$ cat src/power_good_out_pkg.sv
// shared constants and types for the power-good and sleep control block
// assumes a single 10 MHz clock and synchronous active-high reset
package power_good_out_pkg;
	localparam int NUM_INT_REG = 4;
	localparam int SYNC_STAGES = 2;
	localparam int CLK_PERIOD_NS = 100;
	// settle time after all power-ok before reset release
	localparam int RESET_HOLD_NS = 1000;
	localparam int RESET_HOLD_CYC = (RESET_HOLD_NS + CLK_PERIOD_NS - 1) / CLK_PERIOD_NS;
	localparam logic [3:0] RESET_HOLD_CNT = 4'(RESET_HOLD_CYC);
	localparam logic [3:0] HOLD_CNT_RST = 4'h0;
	localparam logic SLEEP_ROLE_LEADER = 1'b0;
	localparam logic SLEEP_ROLE_FOLLOWER = 1'b1;
	localparam logic LSW_SEL_LOAD_SWITCH = 1'b1;

	typedef enum logic [1:0] {
		ST_ACTIVE = 2'b00,
		ST_REQUEST = 2'b01,
		ST_DEEP_SLEEP = 2'b10
	} sleep_state_t;
endpackage : power_good_out_pkg

$ cat src/sync_if.sv
// carries synchronised pin levels from the input stage to the control logic
// assumes both ends share CLK
`timescale 1ns/1ps
interface sync_if;
	logic sleep_acknowledge_in;
	logic sleep_mode_in;
	logic ext_regulator_power_ok_in;
	logic load_switch_three_feedback;
	modport source (output sleep_acknowledge_in, sleep_mode_in, ext_regulator_power_ok_in,
		load_switch_three_feedback);
	modport sink (input sleep_acknowledge_in, sleep_mode_in, ext_regulator_power_ok_in,
		load_switch_three_feedback);
endinterface : sync_if

$ cat src/pin_sync.sv
// two-stage synchronisers for the asynchronous control pins
// assumes pins are asynchronous to CLK
`timescale 1ns/1ps
module pin_sync (
	input wire logic clk,
	input wire logic reset,
	input wire logic [3:0] pins,
	sync_if.source sync
);
	import power_good_out_pkg::*;
	logic [3:0] stage1;
	logic [3:0] stage2;
	logic [3:0] next_stage1;
	logic [3:0] next_stage2;

	always_comb begin
		next_stage1 = pins;
		next_stage2 = stage1;
	end

	always_ff @(posedge clk) begin
		if (reset) begin
			stage1 <= 4'h0;
			stage2 <= 4'h0;
		end else begin
			stage1 <= next_stage1;
			stage2 <= next_stage2;
		end
	end

	assign sync.sleep_acknowledge_in = stage2[0];
	assign sync.sleep_mode_in = stage2[1];
	assign sync.ext_regulator_power_ok_in = stage2[2];
	assign sync.load_switch_three_feedback = stage2[3];
endmodule : pin_sync

$ cat src/pwr_ok_combiner.sv
// combines every power-ok source and brownout into one good level
// assumes all inputs already synchronised or on CLK
`timescale 1ns/1ps
module pwr_ok_combiner (
	input wire logic [power_good_out_pkg::NUM_INT_REG-1:0] reg_ok,
	input wire logic [power_good_out_pkg::NUM_INT_REG-1:0] reg_en,
	input wire logic ext_en,
	input wire logic brownout,
	sync_if.sink sync,
	output logic all_ok
);
	import power_good_out_pkg::*;
	logic [NUM_INT_REG-1:0] reg_good;

	// disabled regulators do not block power-good
	genvar i;
	generate
		for (i = 0; i < NUM_INT_REG; i++) begin : g_reg
			assign reg_good[i] = reg_ok[i] | ~reg_en[i];
		end
	endgenerate

	always_comb begin
		all_ok = &reg_good;
		if (ext_en && !sync.ext_regulator_power_ok_in) begin
			all_ok = 1'b0;
		end
		if (brownout) begin
			all_ok = 1'b0;
		end
	end
endmodule : pwr_ok_combiner

$ cat src/pmic_sleep_and_power_good_ctrl.sv
// top-level control pins: power-good, reset, write-protect, sleep handshake,
// external regulator enables and inrush / load-switch-3 pin sharing
// assumes OTP settings and regulator status are on CLK; pins are asynchronous
`timescale 1ns/1ps

module pmic_sleep_and_power_good_ctrl (
	// clock and reset
	input wire logic CLK,
	input wire logic RESET,
	// otp configuration
	input wire logic SLEEP_ROLE_SETTING,
	input wire logic OTP_LOAD_SWITCH_SELECT,
	// internal regulator status
	input wire logic [power_good_out_pkg::NUM_INT_REG-1:0] REGULATOR_POWER_OK,
	input wire logic [power_good_out_pkg::NUM_INT_REG-1:0] REGULATOR_ENABLED,
	input wire logic SYS_BROWNOUT,
	// sequencer requests
	input wire logic EXT_REG_1_ON,
	input wire logic EXT_REG_2_ON,
	input wire logic INRUSH_ON,
	input wire logic LOAD_SWITCH_THREE_ON,
	input wire logic WRITE_PROTECT_ON,
	// pins from the host and board
	input wire logic SLEEP_ACKNOWLEDGE_IN,
	input wire logic SLEEP_MODE_IN,
	input wire logic EXT_REGULATOR_POWER_OK_IN,
	input wire logic INRUSH_OUTPUT_SENSE,
	// open-drain pins: out is the driven level, oe_n low while driving
	output logic POWER_GOOD_OUT,
	output logic POWER_GOOD_OE_N,
	output logic RESET_N_OUT,
	output logic RESET_N_OE_N,
	output logic WRITE_PROTECT_N_OUT,
	output logic WRITE_PROTECT_N_OE_N,
	output logic SLEEP_REQUEST_OUT,
	output logic SLEEP_REQUEST_OE_N,
	output logic EXT_REGULATOR_ENABLE_1,
	output logic EXT_REGULATOR_ENABLE_1_OE_N,
	output logic EXT_REGULATOR_ENABLE_2,
	output logic EXT_REGULATOR_ENABLE_2_OE_N,
	// gate drive, inrush or load switch 3
	output logic INRUSH_GATE_DRIVE,
	// status toward the sequencer
	output logic DEEP_SLEEP_STATE,
	output logic LOAD_SWITCH_THREE_FEEDBACK
);
	import power_good_out_pkg::*;

	// ----------------------------------------
	// input synchronisation
	// ----------------------------------------
	sync_if sync ();
	logic all_ok;

	pin_sync u_sync (
		.clk(CLK),
		.reset(RESET),
		.pins({INRUSH_OUTPUT_SENSE, EXT_REGULATOR_POWER_OK_IN, SLEEP_MODE_IN,
			SLEEP_ACKNOWLEDGE_IN}),
		.sync(sync.source)
	);

	pwr_ok_combiner u_comb (
		.reg_ok(REGULATOR_POWER_OK),
		.reg_en(REGULATOR_ENABLED),
		.ext_en(EXT_REG_1_ON | EXT_REG_2_ON),
		.brownout(SYS_BROWNOUT),
		.sync(sync.sink),
		.all_ok(all_ok)
	);

	// ----------------------------------------
	// power-good and reset release
	// ----------------------------------------
	logic [3:0] hold_cnt;
	logic [3:0] next_hold_cnt;
	logic power_good_out;
	logic next_power_good_out;
	logic rst_rel;
	logic next_rst_rel;

	always_comb begin
		next_hold_cnt = hold_cnt;
		next_power_good_out = all_ok;
		next_rst_rel = rst_rel;
		if (!all_ok) begin
			next_hold_cnt = HOLD_CNT_RST;
		end else if (hold_cnt != RESET_HOLD_CNT) begin
			next_hold_cnt = hold_cnt + 4'h1;
		end else begin
			next_rst_rel = 1'b1;
		end
	end

	always_ff @(posedge CLK) begin
		if (RESET) begin
			hold_cnt <= HOLD_CNT_RST;
			power_good_out <= 1'b0;
			rst_rel <= 1'b0;
		end else begin
			hold_cnt <= next_hold_cnt;
			power_good_out <= next_power_good_out;
			rst_rel <= next_rst_rel;
		end
	end

	// ----------------------------------------
	// sleep handshake
	// ----------------------------------------
	sleep_state_t state;
	sleep_state_t next_state;
	logic ack_prev;
	logic ack_rise;

	assign ack_rise = sync.sleep_acknowledge_in & ~ack_prev;

	always_comb begin
		next_state = state;
		case (state)
			ST_ACTIVE: begin
				if (SLEEP_ROLE_SETTING == SLEEP_ROLE_FOLLOWER) begin
					if (ack_rise) begin
						next_state = ST_DEEP_SLEEP;
					end
				end else if (sync.sleep_mode_in) begin
					next_state = ST_REQUEST;
				end
			end
			ST_REQUEST: begin
				if (sync.sleep_acknowledge_in) begin
					next_state = ST_DEEP_SLEEP;
				end else if (!sync.sleep_mode_in) begin
					next_state = ST_ACTIVE;
				end
			end
			ST_DEEP_SLEEP: begin
				// wake when acknowledge drops (follower) or when mode and acknowledge are both low (leader)
				if (SLEEP_ROLE_SETTING == SLEEP_ROLE_FOLLOWER) begin
					if (!sync.sleep_acknowledge_in) begin
						next_state = ST_ACTIVE;
					end
				end else if (!sync.sleep_mode_in && !sync.sleep_acknowledge_in) begin
					next_state = ST_ACTIVE;
				end
			end
			default: begin
				next_state = ST_ACTIVE;
			end
		endcase
	end

	always_ff @(posedge CLK) begin
		if (RESET) begin
			state <= ST_ACTIVE;
			ack_prev <= 1'b0;
		end else begin
			state <= next_state;
			ack_prev <= sync.sleep_acknowledge_in;
		end
	end

	// ----------------------------------------
	// output registers
	// ----------------------------------------
	logic next_req;
	logic next_lsw;
	logic next_en1;
	logic next_en2;
	logic next_wp;
	logic next_gate;

	always_comb begin
		next_req = (SLEEP_ROLE_SETTING == SLEEP_ROLE_LEADER) && (next_state == ST_REQUEST);
		next_lsw = (OTP_LOAD_SWITCH_SELECT == LSW_SEL_LOAD_SWITCH);
		next_gate = next_lsw ? LOAD_SWITCH_THREE_ON : INRUSH_ON;
		next_en1 = EXT_REG_1_ON;
		next_en2 = EXT_REG_2_ON;
		next_wp = WRITE_PROTECT_ON;
	end

	always_ff @(posedge CLK) begin
		if (RESET) begin
			POWER_GOOD_OUT <= 1'b0;
			POWER_GOOD_OE_N <= 1'b0;
			RESET_N_OUT <= 1'b0;
			RESET_N_OE_N <= 1'b0;
			WRITE_PROTECT_N_OUT <= 1'b0;
			WRITE_PROTECT_N_OE_N <= 1'b0;
			SLEEP_REQUEST_OUT <= 1'b0;
			SLEEP_REQUEST_OE_N <= 1'b0;
			EXT_REGULATOR_ENABLE_1 <= 1'b0;
			EXT_REGULATOR_ENABLE_1_OE_N <= 1'b0;
			EXT_REGULATOR_ENABLE_2 <= 1'b0;
			EXT_REGULATOR_ENABLE_2_OE_N <= 1'b0;
			INRUSH_GATE_DRIVE <= 1'b0;
			DEEP_SLEEP_STATE <= 1'b0;
			LOAD_SWITCH_THREE_FEEDBACK <= 1'b0;
		end else begin
			// open drain: drive low, release for high
			POWER_GOOD_OUT <= 1'b0;
			POWER_GOOD_OE_N <= next_power_good_out & rst_rel;
			RESET_N_OUT <= 1'b0;
			RESET_N_OE_N <= next_rst_rel;
			WRITE_PROTECT_N_OUT <= 1'b0;
			WRITE_PROTECT_N_OE_N <= ~next_wp;
			SLEEP_REQUEST_OUT <= 1'b0;
			SLEEP_REQUEST_OE_N <= next_req;
			EXT_REGULATOR_ENABLE_1 <= 1'b0;
			EXT_REGULATOR_ENABLE_1_OE_N <= next_en1;
			EXT_REGULATOR_ENABLE_2 <= 1'b0;
			EXT_REGULATOR_ENABLE_2_OE_N <= next_en2;
			INRUSH_GATE_DRIVE <= next_gate;
			DEEP_SLEEP_STATE <= (next_state == ST_DEEP_SLEEP);
			LOAD_SWITCH_THREE_FEEDBACK <= next_lsw & sync.load_switch_three_feedback;
		end
	end
endmodule : pmic_sleep_and_power_good_ctrl

$ cat config.mk
export PLATFORM = sky130hd
export DESIGN_NAME = pmic_sleep_and_power_good_ctrl
export DESIGN_NICKNAME = d
export VERILOG_FILES = /design/src/power_good_out_pkg.sv /design/src/sync_if.sv /design/src/pin_sync.sv /design/src/pwr_ok_combiner.sv /design/src/pmic_sleep_and_power_good_ctrl.sv
export SDC_FILE = /design/constraint.sdc
export NUM_CORES = 1
export LEC_CHECK = 0
export BUFFER_PORTS_ARGS = -buffer_cell sky130_fd_sc_hd__buf_2
export CAP_MARGIN = 40
export CORE_MARGIN = 4
export CORE_UTILIZATION = 45
export DETAILED_ROUTE_END_ITERATION = 12
export PLACE_DENSITY = 0.76
export SKIP_LAST_GASP = 1
export SYNTH_ARGS = -nofsm -noshare
export SYNTH_HDL_FRONTEND = slang
export SYNTH_HIERARCHICAL = 1
export SYNTH_SLANG_ARGS = --single-unit
export TNS_END_PERCENT = 1
$ cat constraint.sdc
create_clock -name CLK -period 2.2 [get_ports CLK]
set_clock_uncertainty 0.2 [all_clocks]
set_input_delay 0.55 -clock CLK [delete_from_list [all_inputs] [get_ports CLK]]
set_output_delay 0.55 -clock CLK [all_outputs]
set_load 0.05 [all_outputs]
# Word level (Yosys, flattened, before mapping)
# Index checks and enable logic that the tools add are counted.
# word_totals
reg_bits,24
word_cells,59
# op_classes
muxes,12
n_bitwise,17
addsub,1
reduce_logical,10
n_eq_ne,5
# ops
operator,count
2-bit 2-to-1 mux,8
1-bit inverter,9
2-bit case mux with 3 select lines,1
1-bit OR,5
4-bit by 1-bit adder with 4-bit output (second input constant),1
2-bit by 1-bit equality test with 1-bit output (second input constant),2
2-bit equality test (second input constant),2
4-bit inequality test (second input constant),1
4-bit AND reduction,1
1-bit AND,3
1-bit logical AND,3
1-bit zero test,3
1-bit 2-to-1 mux,3
2-bit zero test,1
2-bit AND reduction,1
2-bit OR reduction,1

# Logic depth before layout (Yosys ltp)
# depth
depth_word,7
ltp_mapped,6
mapped_depth_nobuf,6

# Cells and area by module
# The synthesis kept the hierarchy.
# by_module_without_submodules
module,area_per_inst_um2,cells_each,n_inst
pmic_sleep_and_power_good_ctrl,610.6,62,1
pin_sync,210.2,16,1
pwr_ok_combiner,46.3,8,1

# Worst setup path before layout
# Ideal clock, no wire load.
# synth_path
path_kind,in2reg
from,in EXT_REG_2_ON
to,reg hold_cnt[1]
setup_ps,86
path_buffers,0
arrival_ps,1478
stages,6
setup_slack_ps,437
cell_sequence,or2_2 -> inv_1 -> o22ai_1 -> nor4_2 -> nand2b_1 -> a211oi_1
# synth_via
elab_chain_len,6
# synth_lines
item,line_no,text
from (decl),pmic_sleep_and_power_good_ctrl.sv:19,"input wire logic EXT_REG_2_ON,"
1-bit OR,pmic_sleep_and_power_good_ctrl.sv:66,".ext_en(EXT_REG_1_ON | EXT_REG_2_ON),"
1-bit logical AND,pwr_ok_combiner.sv:25,if (ext_en && !sync.ext_regulator_power_ok_in) begin
1-bit 2-to-1 mux,pwr_ok_combiner.sv:25,
1-bit 2-to-1 mux,pwr_ok_combiner.sv:28,if (brownout) begin
via all_ok,pmic_sleep_and_power_good_ctrl.sv:53,logic all_ok;
1-bit inverter (no line),-,
2-bit OR reduction (no line),-,
to (signal assigned),pmic_sleep_and_power_good_ctrl.sv:101,hold_cnt <= next_hold_cnt;
to (decl),pmic_sleep_and_power_good_ctrl.sv:75,logic [3:0] hold_cnt;
# The timed path passes the listed nets, and every way through them passes these cells.
# A chain may end at the register's enable or synchronous reset.

# Worst setup path in the final report
# layout_path
from,reg RESET_N_OE_N
to,out RESET_N_OE_N
# layout_rtl
item,line_no,text
from (decl),pmic_sleep_and_power_good_ctrl.sv:32,"output logic RESET_N_OE_N,"
from (signal assigned),pmic_sleep_and_power_good_ctrl.sv:203,RESET_N_OE_N <= next_rst_rel;
# No word-level cell between the ends.

==> run metrics <==
Post-Layout Cell Count=143; diode count=0; Filler Cells Inserted=161; crit-path cells=buf_2; DRT iter0 DRCs=3; multi-input combinational cell area=327 sq um; DIE AREA=0.00269 sq mm; Port Buffer Count=30; flops & latches, synth=24; crit share post-route=0.756; cells after synthesis=86; internal power=0.661 mW; Power, Total=0.852 mW; synth unique cells=21; largest net degree at the start of global routing=20; CTS Root Cell=clkbuf_4; gr usage total=0.126; Psw=0.191 mW; EDFF count, synth=0; Max Cap Violations=0; final core utilization=0.599; Resize count post-CTS=0; Final min period=1.66 ns; ys async rst share=0; top cell type's share of synthesized area=0.554; sequential cell area=480 sq um; Cells after DPL=139; TritonCTS clock tree=built; Critical Path End Type=primary output; Post-CTS Repair Setup Buffers=0; Starting Density=0.486; Netlist Area Pre-Place=867 sq um; Via density=4.43; Reg power frac=0.531; Chip Height=51.9 um; Reg clk slew, reported paths=0.13 ns; outcome=complete, no violations; P_leak=0.497 nW; First-pass DRT Iterations=4; setup tns final=0 ns; kind of critical path=reg2out; CTS Buf Count=3; DRT antenna net count=0; CTS max path bufs=2; DR DRC count=0; die width=51.9 um; clock share of power=0.363; CP peak stage delay=0.35 ns; layout net count=143; vias in the first global route=621; Fmax achieved=601 MHz; Routed WL=1420 um; synth cell count leaders=dfxtp_1, nor2b_1, nor2_1; GR Overflow Total=0; Buf/Inv on CP=1; most common cell in the synthesized netlist=dfxtp_1; Avg WL per Cell=9.93 um; CTS HTree Levels=1; clk sinks=24; Synth area leaders=dfxtp_1, nor2b_1, buf_4; Slowest-stage cell, CP=dfxtp_1; Seq/Total Area, Yosys=0.554; Switching Share=0.224; layout cell share with drive strength beyond 1=0.305; Power Dens Cells=798 mW/mm^2; initial antenna violation count=0; worst path required time=1.45 ns; synth-to-layout area growth=23.1%; I/O Pins=37; Final Hold Fails=0; post-DP HPWL=1080 um; count of final setup violators=0; hold buffers post-CTS=0; critical-path maximum fanout=2; CP startpoint kind=flop; combinational share of power=0.106; mean post-synth cell area=10.1 sq um; RePlAce Congestion=0.661; later-pin clock latency in the skew report=0.30 ns; area leader, netlist=dfxtp_1; hold crit path type=in2reg; core area=0.00178 sq mm; Site Rows=15; Synthesis Warnings=6; dominant delay contributor by cell family on the critical path=flip-flops; RSZ-0062 raised after global routing=no; Final Slew Violations=0; Vias=634; peak supply drop=515 uV; Critical Path AT=0.91 ns; first-pass GRT wire length=2500 um; most used flip-flop cell after synthesis=dfxtp_1
==> worst register-to-register path, cell delays in order, from the launching register on <==
cell and delay, ns:
dfxtp_1 0.42, inv_1 0.06, ha_1 0.20, nand3b_1 0.17
nor2_1 0.06, a211oi_1 0.19
==> cell type report <==
class                           instances  area share
Timing Repair Buffer                   30       0.141
Multi-Input combinational cell         53       0.306
Clock buffer                            3      0.0211
Tap cell                               25      0.0293
Inverter                                7      0.0246
Clock inverter                          1      0.0281
Sequential cell                        24       0.450
==> cell usage in the layout, fill, tap and decap left out, types with 2 or more instances in the layout <==
cell type	instances
buf_2	30
dfxtp_1	24
nor2b_1	13
nor2_1	9
inv_1	7
conb_1	6
o22ai_1	3
clkbuf_4	3
nand2b_1	2
nand3b_1	2
mux2i_1	2
nand2_1	2
a21oi_1	2
a211oi_1	2
a2111oi_0	2
ha_1	2
==> flip-flops by register name (all words and copies together) (netlist names) <==
register	flops
hold_cnt	4
SLEEP_REQUEST_OE_N	1
WRITE_PROTECT_N_OE_N	1
LOAD_SWITCH_THREE_FEEDBACK	1
DEEP_SLEEP_STATE	1
EXT_REGULATOR_ENABLE_1_OE_N	1
POWER_GOOD_OE_N	1
RESET_N_OE_N	1
INRUSH_GATE_DRIVE	1
EXT_REGULATOR_ENABLE_2_OE_N	1
u_sync/stage2	4
ack_prev	1
u_sync/next_stage2	4
state	2
==> cells by family (layout without fill, tap and decap cells) <==
| group | after synthesis | after routing | share of synthesized area |
|---|---|---|---|
| xor gates and xnor gates | 2 | 2 | 0.0202 |
| buffers and inverters | 14 | 41 | 0.0909 |
| muxes | 2 | 2 | 0.0231 |
| DFF | 24 | 24 | 0.554 |
| AOI/OAI and AO/OA | 9 | 9 | 0.0707 |
| and+or+nand+nor | 32 | 32 | 0.208 |
| other | 1 | 6 | 0.00432 |
| adders and majority gates | 2 | 2 | 0.0289 |
==> path summary, 6_finish.rpt <==
check                                    from                                    end  slack [ns]  depth (start not counted)
hold reg to reg   u_sync/stage2[3]$_SDFF_PP0_  LOAD_SWITCH_THREE_FEEDBACK$_SDFF_PP0_        0.23                          2
hold / removal               WRITE_PROTECT_ON        WRITE_PROTECT_N_OE_N$_SDFF_PP0_        0.19                          2
setup reg to reg     hold_cnt[0]$_SDFFE_PP0P_               hold_cnt[1]$_SDFFE_PP0P_        0.82                          5
setup / recovery    RESET_N_OE_N$_SDFFE_PP0P_                           RESET_N_OE_N        0.54                          1
==> power by group through the flow <==
stage / Clock [mW] / Combinational, mW / Sequential (mW)
2_1_floorplan: 0 / 0.0530 / 0.480
5_1_grt: 0.341 / 0.0984 / 0.454
3_3_place_gp: 0 / 0.0888 / 0.462
6_report: 0.310 / 0.0902 / 0.452
3_5_place_dp: 0 / 0.0904 / 0.462
4_1_cts: 0.321 / 0.0910 / 0.453
==> metrics by stage <==
stage                     hold WS [ns]  area (sq um)  setup WS, ns
after detailed placement         0.218          1010         0.226
after global placement           0.216          1010         0.276
after floorplan                  0.202           886         0.437
after CTS                        0.175          1070         0.516
after global routing             0.163          1070         0.451
final                            0.186          1070         0.537
==> layer usage <==
metal | wire length (um) | vias to the layer above | track usage
met2 | 732 | 21 | 0.228
met5 | 0 | - | 0
met4 | 17 | 0 | 0.0655
met1 | 556 | 281 | 0.125
met3 | 115 | 2 | 0.0430
li1 | - | 330 | -
Note: power is estimated with default switching activity, not from simulation.
